`src/rtl/switch_cfg_pkg.sv`:
```
// Shared constants and types for the per-channel overcurrent and retry configuration.
// Assumes a single 250 MHz clock domain and an upstream SPI deframer.
package switch_cfg_pkg;
    // Clock rate
    localparam int CLOCK_MHZ = 250;
    // SPI word fields
    localparam int BANK_BIT = 13;
    localparam int ADDR_MSB = 12;
    localparam int ADDR_LSB = 10;
    localparam int DATA_MSB = 8;
    localparam logic [2:0] ADDR_OVERCURRENT = 3'h4;
    localparam logic [2:0] ADDR_RETRY = 3'h5;
    // Overcurrent register fields
    localparam int HIGH_RANGE_BIT = 8;
    localparam int PRESCALER_BIT = 7;
    localparam int CLOCK_INT_BIT = 6;
    localparam int SENSE_RATIO_BIT = 5;
    localparam int FIRST_WIN_BIT = 4;
    localparam int SECOND_WIN_BIT = 3;
    localparam int UPPER_THR_BIT = 2;
    localparam int MIDDLE_THR_BIT = 1;
    localparam int LOW_THR_BIT = 0;
    // Retry register fields
    localparam int OFFSET_POL_BIT = 8;
    localparam int PROFILE_INV_BIT = 4;
    localparam int PERIOD_HI_BIT = 3;
    localparam int PERIOD_LO_BIT = 2;
    localparam int UNLIMITED_BIT = 1;
    localparam int RETRY_CTRL_BIT = 0;
    // Reset values
    localparam logic [8:0] OVERCURRENT_RESET = 9'h000;
    localparam logic [8:0] RETRY_RESET = 9'h000;
    // External clock dividers and retry limit
    localparam logic [9:0] DIV_SLOW = 10'h200;
    localparam logic [9:0] DIV_FAST = 10'h100;
    localparam logic [4:0] RETRY_LIMIT = 5'h10;
    // Window widths in ns and in cycles
    typedef logic [15:0] win_cyc_t;
    localparam int T_OCH1_NS = 1000;
    localparam int T_OCH2_NS = 2000;
    localparam int T_OCM1_L_NS = 3000;
    localparam int T_OCM2_L_NS = 4000;
    localparam int T_OCM1_M_NS = 5000;
    localparam int T_OCM2_M_NS = 6000;
    localparam win_cyc_t T_OCH1_CYC = win_cyc_t'(T_OCH1_NS * CLOCK_MHZ / 1000);
    localparam win_cyc_t T_OCH2_CYC = win_cyc_t'(T_OCH2_NS * CLOCK_MHZ / 1000);
    localparam win_cyc_t T_OCM1_L_CYC = win_cyc_t'(T_OCM1_L_NS * CLOCK_MHZ / 1000);
    localparam win_cyc_t T_OCM2_L_CYC = win_cyc_t'(T_OCM2_L_NS * CLOCK_MHZ / 1000);
    localparam win_cyc_t T_OCM1_M_CYC = win_cyc_t'(T_OCM1_M_NS * CLOCK_MHZ / 1000);
    localparam win_cyc_t T_OCM2_M_CYC = win_cyc_t'(T_OCM2_M_NS * CLOCK_MHZ / 1000);
    // Protection slot, Gray along idle-high-middle-low
    typedef enum logic [1:0] {
        SLOT_IDLE = 2'h0,
        SLOT_HIGH = 2'h1,
        SLOT_MIDDLE = 2'h3,
        SLOT_LOW = 2'h2
    } slot_e;
    // Decoded channel configuration
    typedef struct packed {
        logic [1:0] low_level;
        logic upper_low;
        logic middle_low;
        logic ratio_low;
        logic scale_third;
        logic offset_add;
        logic [1:0] retry_period;
        logic retry_enabled;
        logic retry_unlimited;
        logic motor;
    } chan_cfg_s;
endpackage : switch_cfg_pkg

```
`src/rtl/overcurrent_retry_config.sv`:
```
// Banked overcurrent and auto-retry configuration registers with their decode.
// Assumes SPI words arrive deframed, one-cycle valid, on this clock; pins are asynchronous.
`timescale 1ns/1ps
`default_nettype none
// How it works
// - High range off forces low threshold level 1, low select ignored.
// - High range on gives level 2 or 3 by low select.
// - Current sensing is blocked while a protection window runs.
// - External clock divided by 512 or 256 per prescaler bit.
// - Clock source bit picks internal tick, else divided external clock.
// - Sense ratio bit one picks low-current ratio, zero high-current.
// - Low-current ratio scales all thresholds down by three.
// - Bulb runs high, middle, low slots; motor only high and low.
// - Bulb first window width from bit 4, second from bit 3.
// - Motor single window width from bits 4:3 four-way choice.
// - Upper threshold bit zero higher value, one lower value.
// - Middle threshold bit picks value; ignored for motor.
// - Offset polarity one adds offset current, zero subtracts.
// - Retry period bits choose one of four periods, default 00.
// - Unlimited bit with retry enabled removes the count limit.
// - Without unlimited bit retries stop after 16 attempts.
// - Retry count survives delatch and fault removal.
// - Bulb profile: retry bit one disables, zero enables retry.
// - Motor profile: retry bit one enables, zero disables retry.
// - Profile invert bit flips the load profile pin.
// - Register address sits in word bits 12 to 10 and is decoded.
// - Word bit 13 picks channel 0 or channel 1 bank.
module overcurrent_retry_config (
    // Clock, reset, enable
    input wire logic clock,
    input wire logic rst_n,
    input wire logic enable,
    // Deframed SPI word
    input wire logic [15:0] spi_word,
    input wire logic spi_word_valid,
    // Register readback
    input wire logic read_bank,
    input wire logic read_select,
    output logic [8:0] read_data,
    // Pins
    input wire logic [1:0] load_profile_pin,
    input wire logic ext_clock_pin,
    // Per-channel inputs
    input wire logic [1:0] internal_clock_tick,
    input wire logic [1:0] channel_on,
    input wire logic [1:0] retry_attempt,
    input wire logic [1:0] retry_clear,
    // Per-channel outputs
    output switch_cfg_pkg::chan_cfg_s [1:0] channel_cfg,
    output switch_cfg_pkg::slot_e [1:0] active_slot,
    output logic [1:0] sense_enable,
    output logic [1:0] pwm_tick,
    output logic [1:0] retry_allowed,
    output logic [1:0] retry_full
);
    import switch_cfg_pkg::*;

    logic [1:0][8:0] overcurrent_config;
    logic [1:0][8:0] auto_retry_config;
    logic [1:0] profile_meta;
    logic [1:0] profile_sync;
    logic [2:0] ext_sync;
    logic [2:0] ext_fill;
    logic ext_edge;
    logic [1:0][8:0] ext_count;
    logic [1:0] ext_div_tick;
    logic [1:0] motor;
    logic [1:0] window_active;
    win_cyc_t [1:0] first_cycles;
    win_cyc_t [1:0] second_cycles;
    logic write_bank;
    logic [2:0] write_addr;

    // Low threshold level from high range and low select
    function automatic logic [1:0] low_level_of(input logic [8:0] oc);
        if (!oc[HIGH_RANGE_BIT]) return 2'h1;
        return oc[LOW_THR_BIT] ? 2'h3 : 2'h2;
    endfunction : low_level_of

    // First window width for either profile
    function automatic win_cyc_t first_width(input logic [8:0] oc, input logic is_motor);
        logic [1:0] sel;
        sel = {oc[FIRST_WIN_BIT], oc[SECOND_WIN_BIT]};
        if (is_motor) begin
            unique case (sel)
                2'h0: return T_OCM1_M_CYC;
                2'h1: return T_OCM2_M_CYC;
                2'h2: return T_OCH1_CYC;
                2'h3: return T_OCH2_CYC;
            endcase
        end
        return oc[FIRST_WIN_BIT] ? T_OCH2_CYC : T_OCH1_CYC;
    endfunction : first_width

    // Address decode of the incoming word
    assign write_bank = spi_word[BANK_BIT];
    assign write_addr = spi_word[ADDR_MSB:ADDR_LSB];

    // Overcurrent registers, one per bank
    always_ff @(posedge clock) begin
        if (!rst_n) begin
            overcurrent_config <= {OVERCURRENT_RESET, OVERCURRENT_RESET};
        end else if (enable && spi_word_valid && write_addr == ADDR_OVERCURRENT) begin
            overcurrent_config[write_bank] <= spi_word[DATA_MSB:0];
        end
    end

    // Retry registers, one per bank
    always_ff @(posedge clock) begin
        if (!rst_n) begin
            auto_retry_config <= {RETRY_RESET, RETRY_RESET};
        end else if (enable && spi_word_valid && write_addr == ADDR_RETRY) begin
            auto_retry_config[write_bank] <= spi_word[DATA_MSB:0];
        end
    end

    // Readback of the addressed bank
    always_ff @(posedge clock) begin
        if (!rst_n) begin
            read_data <= '0;
        end else if (enable) begin
            read_data <= read_select ? auto_retry_config[read_bank] : overcurrent_config[read_bank];
        end
    end

    // Load profile pin synchroniser
    always_ff @(posedge clock) begin
        if (!rst_n) begin
            profile_meta <= '0;
            profile_sync <= '0;
        end else if (enable) begin
            profile_meta <= load_profile_pin;
            profile_sync <= profile_meta;
        end
    end

    // External clock synchroniser and edge stage
    always_ff @(posedge clock) begin
        if (!rst_n) begin
            ext_sync <= '0;
        end else if (enable) begin
            ext_sync <= {ext_sync[1:0], ext_clock_pin};
        end
    end

    // Edge stage valid only once filled from the pin, so no false edge after reset
    always_ff @(posedge clock) begin
        if (!rst_n) begin
            ext_fill <= '0;
        end else if (enable) begin
            ext_fill <= {ext_fill[1:0], 1'b1};
        end
    end

    // Rising edge seen past the two synchroniser stages
    assign ext_edge = ext_sync[1] && !ext_sync[2] && ext_fill[2];

    // Per-channel combinational decode
    always_comb begin
        for (int i = 0; i < 2; i++) begin
            motor[i] = profile_sync[i] ^ auto_retry_config[i][PROFILE_INV_BIT];
            first_cycles[i] = first_width(overcurrent_config[i], motor[i]);
            second_cycles[i] = overcurrent_config[i][SECOND_WIN_BIT] ? T_OCM2_L_CYC : T_OCM1_L_CYC;
            ext_div_tick[i] = ext_edge && (ext_count[i] == (overcurrent_config[i][PRESCALER_BIT]
                ? 9'(DIV_SLOW - 10'h001) : 9'(DIV_FAST - 10'h001)));
        end
    end

    // External clock dividers
    always_ff @(posedge clock) begin
        if (!rst_n) begin
            ext_count <= '0;
        end else if (enable) begin
            for (int i = 0; i < 2; i++) begin
                if (ext_div_tick[i]) ext_count[i] <= '0;
                else if (ext_edge) ext_count[i] <= ext_count[i] + 9'h001;
            end
        end
    end

    // PWM clock source selection
    always_ff @(posedge clock) begin
        if (!rst_n) begin
            pwm_tick <= '0;
        end else if (enable) begin
            for (int i = 0; i < 2; i++) begin
                pwm_tick[i] <= overcurrent_config[i][CLOCK_INT_BIT] ? internal_clock_tick[i] : ext_div_tick[i];
            end
        end
    end

    // Registered decoded configuration
    always_ff @(posedge clock) begin
        if (!rst_n) begin
            channel_cfg <= '0;
        end else if (enable) begin
            for (int i = 0; i < 2; i++) begin
                channel_cfg[i].low_level <= low_level_of(overcurrent_config[i]);
                channel_cfg[i].upper_low <= overcurrent_config[i][UPPER_THR_BIT];
                channel_cfg[i].middle_low <= overcurrent_config[i][MIDDLE_THR_BIT] && !motor[i];
                channel_cfg[i].ratio_low <= overcurrent_config[i][SENSE_RATIO_BIT];
                channel_cfg[i].scale_third <= overcurrent_config[i][SENSE_RATIO_BIT];
                channel_cfg[i].offset_add <= auto_retry_config[i][OFFSET_POL_BIT];
                channel_cfg[i].retry_period <= {auto_retry_config[i][PERIOD_HI_BIT],
                    auto_retry_config[i][PERIOD_LO_BIT]};
                channel_cfg[i].retry_enabled <= motor[i] ? auto_retry_config[i][RETRY_CTRL_BIT]
                    : !auto_retry_config[i][RETRY_CTRL_BIT];
                channel_cfg[i].retry_unlimited <= auto_retry_config[i][UNLIMITED_BIT];
                channel_cfg[i].motor <= motor[i];
            end
        end
    end

    // Sensing is gated off during protection windows
    assign sense_enable = ~window_active;

    // Per-channel slot sequencers and retry counters
    for (genvar g = 0; g < 2; g++) begin : g_chan
        window_sequencer u_seq (
            .clock(clock),
            .rst_n(rst_n),
            .enable(enable),
            .channel_on(channel_on[g]),
            .motor(motor[g]),
            .first_cycles(first_cycles[g]),
            .second_cycles(second_cycles[g]),
            .slot(active_slot[g]),
            .window_active(window_active[g])
        );
        retry_counter u_retry (
            .clock(clock),
            .rst_n(rst_n),
            .enable(enable),
            .retry_enabled(channel_cfg[g].retry_enabled),
            .unlimited(channel_cfg[g].retry_unlimited),
            .attempt(retry_attempt[g]),
            .clear(retry_clear[g]),
            .count(),
            .full(retry_full[g]),
            .allowed(retry_allowed[g])
        );
    end

    // Level 1 with high range off
    a_level_one: assert property (@(posedge clock) disable iff (!rst_n)
        enable && !overcurrent_config[0][HIGH_RANGE_BIT] |=> channel_cfg[0].low_level == 2'h1)
        else $error("level 1 not applied with high range off");

    // Level 2 or 3 with high range on
    a_level_two_three: assert property (@(posedge clock) disable iff (!rst_n)
        enable && overcurrent_config[1][HIGH_RANGE_BIT]
        |=> channel_cfg[1].low_level == ($past(overcurrent_config[1][LOW_THR_BIT]) ? 2'h3 : 2'h2))
        else $error("wrong low threshold level");

    // No sensing in high or middle slot
    a_sense_blocked: assert property (@(posedge clock) disable iff (!rst_n)
        active_slot[0] == SLOT_HIGH || active_slot[0] == SLOT_MIDDLE |-> !sense_enable[0])
        else $error("sensing active inside a window");

    // Divide by 256 wraps
    a_divider_wrap: assert property (@(posedge clock) disable iff (!rst_n)
        enable && ext_edge && !overcurrent_config[0][PRESCALER_BIT] && ext_count[0] == 9'h0ff
        |=> ext_count[0] == 9'h000)
        else $error("divide by 256 did not wrap");

    // Internal tick passed through
    a_internal_source: assert property (@(posedge clock) disable iff (!rst_n)
        enable && overcurrent_config[0][CLOCK_INT_BIT] |=> pwm_tick[0] == $past(internal_clock_tick[0]))
        else $error("internal clock not selected");

    // Motor retry bit taken as is
    a_motor_retry: assert property (@(posedge clock) disable iff (!rst_n)
        enable && motor[1] |=> channel_cfg[1].retry_enabled == $past(auto_retry_config[1][RETRY_CTRL_BIT]))
        else $error("motor retry enable inverted");

    // Bulb retry bit inverted
    a_bulb_retry: assert property (@(posedge clock) disable iff (!rst_n)
        enable && !motor[0] |=> channel_cfg[0].retry_enabled != $past(auto_retry_config[0][RETRY_CTRL_BIT]))
        else $error("bulb retry enable not inverted");

    // Middle select ignored for motor
    a_middle_ignored: assert property (@(posedge clock) disable iff (!rst_n)
        enable && motor[0] |=> !channel_cfg[0].middle_low)
        else $error("middle select used in motor profile");

    // Bank 1 write leaves bank 0
    a_bank_isolation: assert property (@(posedge clock) disable iff (!rst_n)
        spi_word_valid && spi_word[BANK_BIT] |=> overcurrent_config[0] == $past(overcurrent_config[0])
        && auto_retry_config[0] == $past(auto_retry_config[0]))
        else $error("bank 1 write changed bank 0");

    // Bank 0 write leaves bank 1
    a_bank_isolation_one: assert property (@(posedge clock) disable iff (!rst_n)
        spi_word_valid && !spi_word[BANK_BIT] |=> overcurrent_config[1] == $past(overcurrent_config[1])
        && auto_retry_config[1] == $past(auto_retry_config[1]))
        else $error("bank 0 write changed bank 1");

    // Decoded profile follows pin and invert bit
    a_profile_invert: assert property (@(posedge clock) disable iff (!rst_n)
        enable |=> channel_cfg[0].motor
        == ($past(profile_sync[0]) ^ $past(auto_retry_config[0][PROFILE_INV_BIT])))
        else $error("profile not following pin and invert bit");
endmodule : overcurrent_retry_config
`default_nettype wire

```
`src/rtl/retry_counter.sv`:
```
// Counts auto-retry attempts of one channel and stops them at the limit.
// Assumes attempt and clear pulses come from protection logic on the same clock.
`timescale 1ns/1ps
`default_nettype none
module retry_counter (
    // Clock and reset
    input wire logic clock,
    input wire logic rst_n,
    input wire logic enable,
    // Control
    input wire logic retry_enabled,
    input wire logic unlimited,
    input wire logic attempt,
    input wire logic clear,
    // Status
    output logic [4:0] count,
    output logic full,
    output logic allowed
);
    import switch_cfg_pkg::*;

    assign full = (count == RETRY_LIMIT);
    assign allowed = retry_enabled && (unlimited || !full);

    // Saturating counter; only an explicit clear empties it
    always_ff @(posedge clock) begin
        if (!rst_n) begin
            count <= '0;
        end else if (enable) begin
            if (attempt && allowed) count <= clear ? 5'h01 : (full ? count : count + 5'h01);
            else if (clear) count <= '0;
        end
    end

    a_limit_stops: assert property (@(posedge clock) disable iff (!rst_n)
        !unlimited && count == RETRY_LIMIT |-> !allowed)
        else $error("retry allowed past the limit");
    a_count_kept: assert property (@(posedge clock) disable iff (!rst_n)
        !attempt && !clear |=> count == $past(count))
        else $error("retry count changed without attempt or clear");
endmodule : retry_counter
`default_nettype wire

```
`src/rtl/window_sequencer.sv`:
```
// Steps one channel through its overcurrent threshold slots after turn-on.
// Assumes channel_on comes from logic on the same clock and widths are at least one cycle.
`timescale 1ns/1ps
`default_nettype none
module window_sequencer (
    // Clock and reset
    input wire logic clock,
    input wire logic rst_n,
    input wire logic enable,
    // Control
    input wire logic channel_on,
    input wire logic motor,
    input wire switch_cfg_pkg::win_cyc_t first_cycles,
    input wire switch_cfg_pkg::win_cyc_t second_cycles,
    // Status
    output switch_cfg_pkg::slot_e slot,
    output logic window_active
);
    import switch_cfg_pkg::*;

    win_cyc_t count;
    slot_e next_slot;

    // Slot transitions
    always_comb begin
        next_slot = slot;
        unique case (slot)
            SLOT_IDLE: next_slot = SLOT_HIGH;
            SLOT_HIGH: if (count == first_cycles - 16'h0001) next_slot = motor ? SLOT_LOW : SLOT_MIDDLE;
            SLOT_MIDDLE: if (count == second_cycles - 16'h0001) next_slot = SLOT_LOW;
            SLOT_LOW: next_slot = SLOT_LOW;
        endcase
        if (!channel_on) next_slot = SLOT_IDLE;
    end

    // Slot register and width counter
    always_ff @(posedge clock) begin
        if (!rst_n) begin
            slot <= SLOT_IDLE;
            count <= '0;
        end else if (enable) begin
            slot <= next_slot;
            count <= (next_slot != slot) ? 16'h0000 : count + 16'h0001;
        end
    end

    assign window_active = (slot == SLOT_HIGH) || (slot == SLOT_MIDDLE);

    a_first_width: assert property (@(posedge clock) disable iff (!rst_n)
        enable && channel_on && slot == SLOT_HIGH && count == first_cycles - 16'h0001
        |=> slot == ($past(motor) ? SLOT_LOW : SLOT_MIDDLE))
        else $error("high slot did not end at its width");
    a_motor_no_middle: assert property (@(posedge clock) disable iff (!rst_n)
        enable && motor && slot == SLOT_HIGH |=> slot != SLOT_MIDDLE)
        else $error("motor profile entered middle slot");
endmodule : window_sequencer
`default_nettype wire

```
`config.mk`:
```
export PLATFORM = sky130hd
export DESIGN_NAME = overcurrent_retry_config
export DESIGN_NICKNAME = d
export VERILOG_FILES = /design/src/rtl/switch_cfg_pkg.sv /design/src/rtl/overcurrent_retry_config.sv /design/src/rtl/retry_counter.sv /design/src/rtl/window_sequencer.sv
export SDC_FILE = /design/constraint.sdc
export NUM_CORES = 1
export LEC_CHECK = 0
export BUFFER_PORTS_ARGS = -buffer_cell sky130_fd_sc_hd__clkbuf_2
export CAP_MARGIN = 30
export CORE_UTILIZATION = 61
export DETAILED_ROUTE_END_ITERATION = 12
export PLACE_DENSITY_LB_ADDON = 0.1
export SETUP_SLACK_MARGIN = 0.3
export SLEW_MARGIN = 40
export SYNTH_ARGS = -nofsm -noshare
export SYNTH_HDL_FRONTEND = slang
export SYNTH_HIERARCHICAL = 1
export SYNTH_SLANG_ARGS = --single-unit
export TNS_END_PERCENT = 20
```
`constraint.sdc`:
```
create_clock -name clock -period 7.55 [get_ports clock]
set_clock_uncertainty 0.05 [all_clocks]
set_input_delay 0.3775 -clock clock [delete_from_list [all_inputs] [get_ports clock]]
set_output_delay 0.3775 -clock clock [all_outputs]
set_load 0.02 [all_outputs]
```
# After elaboration in Yosys (flattened, before gate mapping)
# Cells that the tools add are included.
totals:
  register_bits: 143
  in_bits: 33
  output_inout_bits: 45
  wordCells: 182
op_classes:
  addsub: 10
  order_cmp: 3
  eq_ne: 26
  mux: 65
  bitwise: 3
  n_reduce_logical: 39
ops:
  columns: ["op", "n"]
  rows:
  - ["9-bit 2-to-1 mux", 16]
  - ["16-bit case mux with 4 select lines", 2]
  - ["16-bit 2-to-1 mux", 6]
  - ["16-bit equality test", 4]
  - ["5-bit 2-to-1 mux", 8]
  - ["18-bit bitwise mux", 2]
  - ["16-bit by 1-bit adder with 16-bit output, second input constant", 2]
  - ["16-bit by 1-bit subtractor with 16-bit output, second input constant", 2]
  - ["10-bit by 1-bit subtractor with 11-bit output, second input constant", 2]
  - ["2-bit 2-to-1 mux", 10]
  - ["9-bit by 1-bit adder with 9-bit output, second input constant", 2]
  - ["9-bit equality test", 2]
  - ["1-bit 2-to-1 mux", 18]
  - ["2-bit equality test, second input constant", 8]
  - ["2-bit case mux with 4 select lines", 2]
  - ["1-bit logical AND", 14]
  - ["5-bit by 1-bit adder with 5-bit output, second input constant", 2]
  - ["5-bit equality test, second input constant", 2]
  - ["9-bit demux with 1-bit select", 1]
  - ["2-bit by 1-bit equality test with 1-bit output, second input constant", 4]
  - ["2-bit zero test", 4]
  - ["2-bit nonzero test", 4]
  - ["4-bit OR reduction", 2]
  - ["1-bit zero test", 7]
  - ["10 further kinds", 20]

# Longest topological paths before layout
depth:
  depth_word: 12
  mapped_depth: 16

# Hierarchy
# The synthesis kept the hierarchy.
by_module_without_submodules:
  columns: ["module", "instances", "cells_per_inst", "area_each_um2", "seq_area_each_um2"]
  rows:
  - ["overcurrent_retry_config", 1, 473, 4270.3, 1941.9]
  - ["window_sequencer (g_chan[0].u_seq)", 1, 290, 2207.1, 360.3]
  - ["window_sequencer (g_chan[1].u_seq)", 1, 270, 2028.2, 360.3]
  - ["retry_counter", 2, 39, 312.8, 100.1]

# Worst setup path before layout
# No wires, ideal clock.
synth_path:
  path_kind: "reg-to-reg"
  startpoint: "register overcurrent_config[12] (netlist name)"
  endpoint: "register g_chan[1].u_seq.count[9]"
  setup_ps: 115
  t_arrival_ps: 3415
  required_ps: 7385
  slack_ps: 3970
  path_stages_with_launch: 15
  n_path_buf: 2
  period_less_slack_ps: 3580
  path_cell_list: "dfxtp_1 > inv_1 > ha_1 > nand2_1 > o21ai_0 > or3_1 > clkbuf_1 > o21a_1 > a2111oi_0 > o2111ai_1 > nor4_2 > a21oi_1 > o311ai_4 > buf_6 > nor2_1"
synth_lines:
  columns: ["item", "line", "text"]
  rows:
  - ["start, declared", "overcurrent_retry_config.sv:58", "logic [1:0][8:0] overcurrent_config;"]
  - ["start signal, assigned", "overcurrent_retry_config.sv:102", "overcurrent_config <= {OVERCURRENT_RESET, OVERCURRENT_RESET};"]
  - ["start signal, assigned by index", "overcurrent_retry_config.sv:104", "overcurrent_config[write_bank] <= spi_word[DATA_MSB:0];"]
  - ["end signal, assigned", "window_sequencer.sv:43", "count <= (next_slot != slot) ? 16'h0000 : count + 16'h0001;"]
  - ["end, declared", "window_sequencer.sv:21", "win_cyc_t count;"]

==> run_results.csv <==
group,metric,value,unit
sta,relSlewSlack,42.7,%
clocking,insertion_delay,0.43,ns
finish,seq_area,2860,µm²
sta,finalSetupViolCount,0,
sta,period_minus_slack,4.37,ns
sta,fmax,0.229,GHz
sta,slew_viol_final,0,
setup_path,critPathCaptureType,"register",
setup_path,cp_num_buf_inv,1,
sta,hold_viol_final,0,
setup_path,crit_slowest_cell,"o311ai_4",
global_routing,overflow,0,
clocking,clk_pin_slew,0.07,ns
setup_path,critPathKind,"register to register",
setup_path,crit_path_cell_trace,"inv_1 -> ha_1 -> nand2_1 -> o21ai_1 -> nor4b_2 -> o2111ai_1 -> a2111oi_0 -> o2111ai_1 -> nor4_2 -> a21oi_1 -> o311ai_4 -> nor2_1",
min_path,min_path_type,"primary input to register",
clocking,cts_tree,"done",
sta,fin_ws,3.18,ns
routing,dr.pass1.iters,7,
floorplan,die_h,124,µm
sta,rsz0062_at_grt,"no",
floorplan,core_area,14600,µm²
setup_path,r2r_setup_slack,3.18,ns
placed_design,dpl_worst_slack,3.02,ns
synth,yosys.cell_types.count,88,
floorplan,die_area,15500,µm²
power_and_ir_drop,p_switching,0.000479,W
synth,ys_seq_area_share,31.4,%
synth,synthCells,1111,
placed_design,place.gp.congestion,0.855,
setup_path,reg2regPathDepth,12,
finish,multi_input_area,6410,µm²
clocking,root_buffer,"clkbuf_16",
setup_path,r2r_end,"g_chan[1].u_seq/count[7]$_SDFFE_PN0P_",
routing,wl_per_cell,14.3,µm
setup_path,crit_arrival,4.61,ns
setup_path,crit_path_start_kind,"register",
synth,synth_area_per_cell,8.22,µm²
finish,antenna_cells,0,
global_routing,antenna_found_initial,0,
power_and_ir_drop,combPwrFrac,9.4,%
floorplan,ios,78,
global_routing,grt_pass1_vias,7679,
run_status,status,"complete, no violations",
power_and_ir_drop,power_frac_seq,44.7,%
routing,drc,0,
synth,ys.flop_type,"dfxtp_1",
finish,syn_to_final_growth,16.7,%
routing,ant_nets,0,
finish,drive_above_1_share,12.4,%
placed_design,portBuffers,74,
clocking,cts_resized,0,
power_and_ir_drop,finalPower,0.00173,W
setup_path,crit_family,"compound AO/OA/AOI/OAI gates",
setup_path,max_stage_delay,0.68,ns
setup_path,r2r_start,"overcurrent_config[12]$_SDFFE_PN0P_",
floorplan,placementRows,44,
clocking,htreeDepth,4,
sta,tightest_slew,0.852,ns
synth,synth-edff-count,0,
clocking,cts_buffers,17,
global_routing,grt_max_degree,81,
clocking,cts_setup_buffers,0,
synth,syn_area,9130,µm²
placed_design,dpl.hpwl,15300,µm
min_path,holdCritStartpoint,"load_profile_pin[0]",
routing,drtIter0Drc,664,
setup_path,required,7.79,ns
global_routing,grt_pass1_wl,36500,µm
finish,final_util,73.1,%
floorplan,initial_utilization,62.6,%
floorplan,die-width,124,µm
sta,period_share,57.9,%
power_and_ir_drop,p_int,0.00125,W
power_and_ir_drop,pwr-share-clk,45.9,%
global_routing,grt_use_total,28.5,%
synth,ys_ff_latch,143,
routing,vias_per_cell,5.59,
flow_run,maxCapViolCount,0,
power_and_ir_drop,switching_share,27.7,%
clocking,clk_path_buf_depth,2,
synth,yosys_warnings,6,
clocking,cts.sinks,143,
min_path,whs_path_depth,3,
setup_path,crit_top_cell,"o2111ai_1",
routing,vias,8443,
clocking,cts-hold-fix-buffers,0,
power_and_ir_drop,power.density,162,nW/µm²
routing,drt_wl_total,21500,µm
setup_path,worstPathMaxFanout,16,
power_and_ir_drop,p_leak,4.22,nW
power_and_ir_drop,ir_worst_vdd,155,µV
sta,final.setup.tns,0,ns
finish,n_fill_cell,1170,
synth,async_flop_share,0,%
finish,final_nets,1363,
min_path,min_to,"profile_meta[0]$_SDFFE_PN0P_",
-- Yosys cell counts, types with 7 or more instances --
cell,count,share of area [%]
dfxtp_1,143,31
nor2_1,95,3.9
o21ai_0,69,3.8
a21oi_1,67,3.7
nand3_1,67,3.7
nand2_1,60,2.5
xnor2_1,55,5.3
inv_1,48,2.0
xor2_1,47,4.5
clkbuf_1,43,1.8
mux2i_1,40,4.4
nor3_1,30,1.6
nand4_1,24,1.6
or3_1,18,1.2
ha_1,16,2.2
buf_2,15,0.82
and3_1,14,0.96
nor4_1,14,0.96
a31oi_1,13,0.89
nor2b_1,12,0.82
o21ai_1,12,0.66
a211oi_1,11,0.90
o31ai_1,11,0.90
or4_1,11,0.90
nand3b_1,10,0.82
nor2_2,10,0.69
mux4_2,9,2.2
nand2b_1,9,0.62
and2_1,8,0.55
nand4b_1,7,0.67
nor3b_1,7,0.58
-- metrics by stage --
stage / cell area [µm²] / hold WS (ns) / cells
3_3_place_gp: 10100 / 0.394 / 1479
4_1_cts: 10700 / 0.126 / 1510
5_1_grt: 10700 / 0.160 / 1510
3_5_place_dp: 10100 / 0.390 / 1479
6_report: 10700 / 0.138 / 1510
2_1_floorplan: 9780 / 0.371 / 1285
-- power groups by stage --
stage | clock network, W | logic, W | registers (W)
after floorplan | 0 | 0.000121 | 0.000790
after global placement | 0 | 0.000155 | 0.000790
after detailed placement | 0 | 0.000157 | 0.000790
after CTS | 0.000802 | 0.000158 | 0.000773
after global routing | 0.000835 | 0.000182 | 0.000774
final | 0.000794 | 0.000162 | 0.000773
-- cell usage in the layout, fill, tap and decap left out, types with 6 or more instances in the layout --
cell type  count
nor4_1        14
mux4_2         9
xnor2_1       55
o31ai_1       11
xor2_1        46
mux2i_1       40
o21ai_0       67
nand2b_1       9
dfxtp_1      143
nor2b_1       12
clkbuf_16     17
buf_4          8
and2_1         8
o22ai_1        6
nand3b_1      10
ha_1          16
nor2_1        95
or4_1         11
and3_1        14
nand4b_1       7
nand4_1       24
nand3_1       67
o21ai_1       14
or3_1         18
a31oi_1       13
nor3b_1        7
a211oi_1      11
conb_1       176
o211ai_1       6
nand2_1       60
nor3_1        30
a21oi_1       67
clkbuf_2      73
nor2_2        10
inv_1         48
-- per-layer routing --
| layer | track usage, % | share of wire (%) | vias up |
|---|---|---|---|
| li1 | - | - | 4266 |
| met2 | 47.2 | 48 | 179 |
| met4 | 9.50 | 1.2 | 0 |
| met1 | 37.5 | 47 | 3974 |
| met5 | 0 | 0 | - |
| met3 | 4.68 | 4.1 | 24 |
-- flip-flops by register name (all words and copies together), names as in the netlist --
name	flops
read_data	9
auto_retry_config	18
ext_count	18
pwm_tick	2
g_chan.u_seq/count	32
ext_sync	3
overcurrent_config	18
profile_meta	2
g_chan.u_retry/count	10
g_chan.u_seq/slot	4
profile_sync	2
channel_cfg	22
ext_fill	3
-- worst register-to-register path: cells and delay by family (launching register included) --
| family | cells | cell delay [ns] |
|---|---|---|
| flops | 1 | 0.57 |
| buf+inv | 1 | 0.26 |
| compound gates | 6 | 1.94 |
| fa+ha+maj | 1 | 0.34 |
| simple gates | 4 | 1.07 |
-- final cells by class --
| cell class | count | share of cell area, % |
|---|---|---|
| inverters | 49 | 1.73 |
| flip-flops and latches | 143 | 26.9 |
| clock inverters | 14 | 1.17 |
| well taps | 184 | 2.16 |
| multi-input cells | 1022 | 60.1 |
| repair buffers | 81 | 3.99 |
| clock buffers | 17 | 3.99 |
-- cell families after synthesis --
kind of cell,synth area share [%]
AND/OR/NAND/NOR,25.9
other,0.0822
buffers and inverters,5.89
flip-flops,31.4
adder cells (fa/ha/maj),2.19
multiplexers,6.97
AO/OA/AOI/OAI,17.8
XOR/XNOR,9.78
-- worst max path at each step --
stage / from / end / slack [ns] / cells past startpoint
finish: overcurrent_config[12]$_SDFFE_PN0P_ / g_chan[1].u_seq/count[7]$_SDFFE_PN0P_ / 3.18 / 12
global route: auto_retry_config[4]$_SDFFE_PN0P_ / g_chan[0].u_seq/count[4]$_SDFFE_PN0P_ / 2.80 / 12
CTS: auto_retry_config[13]$_SDFFE_PN0P_ / g_chan[1].u_seq/count[6]$_SDFFE_PN0P_ / 2.99 / 12
detailed placement: overcurrent_config[3]$_SDFFE_PN0P_ / g_chan[0].u_seq/count[14]$_SDFFE_PN0P_ / 3.02 / 11
global placement: profile_sync[1]$_SDFFE_PN0P_ / g_chan[1].u_seq/count[6]$_SDFFE_PN0P_ / 3.04 / 12
floorplan: overcurrent_config[12]$_SDFFE_PN0P_ / g_chan[1].u_seq/count[9]$_SDFFE_PN0P_ / 3.97 / 14
Power figures use the tool's default switching activity.
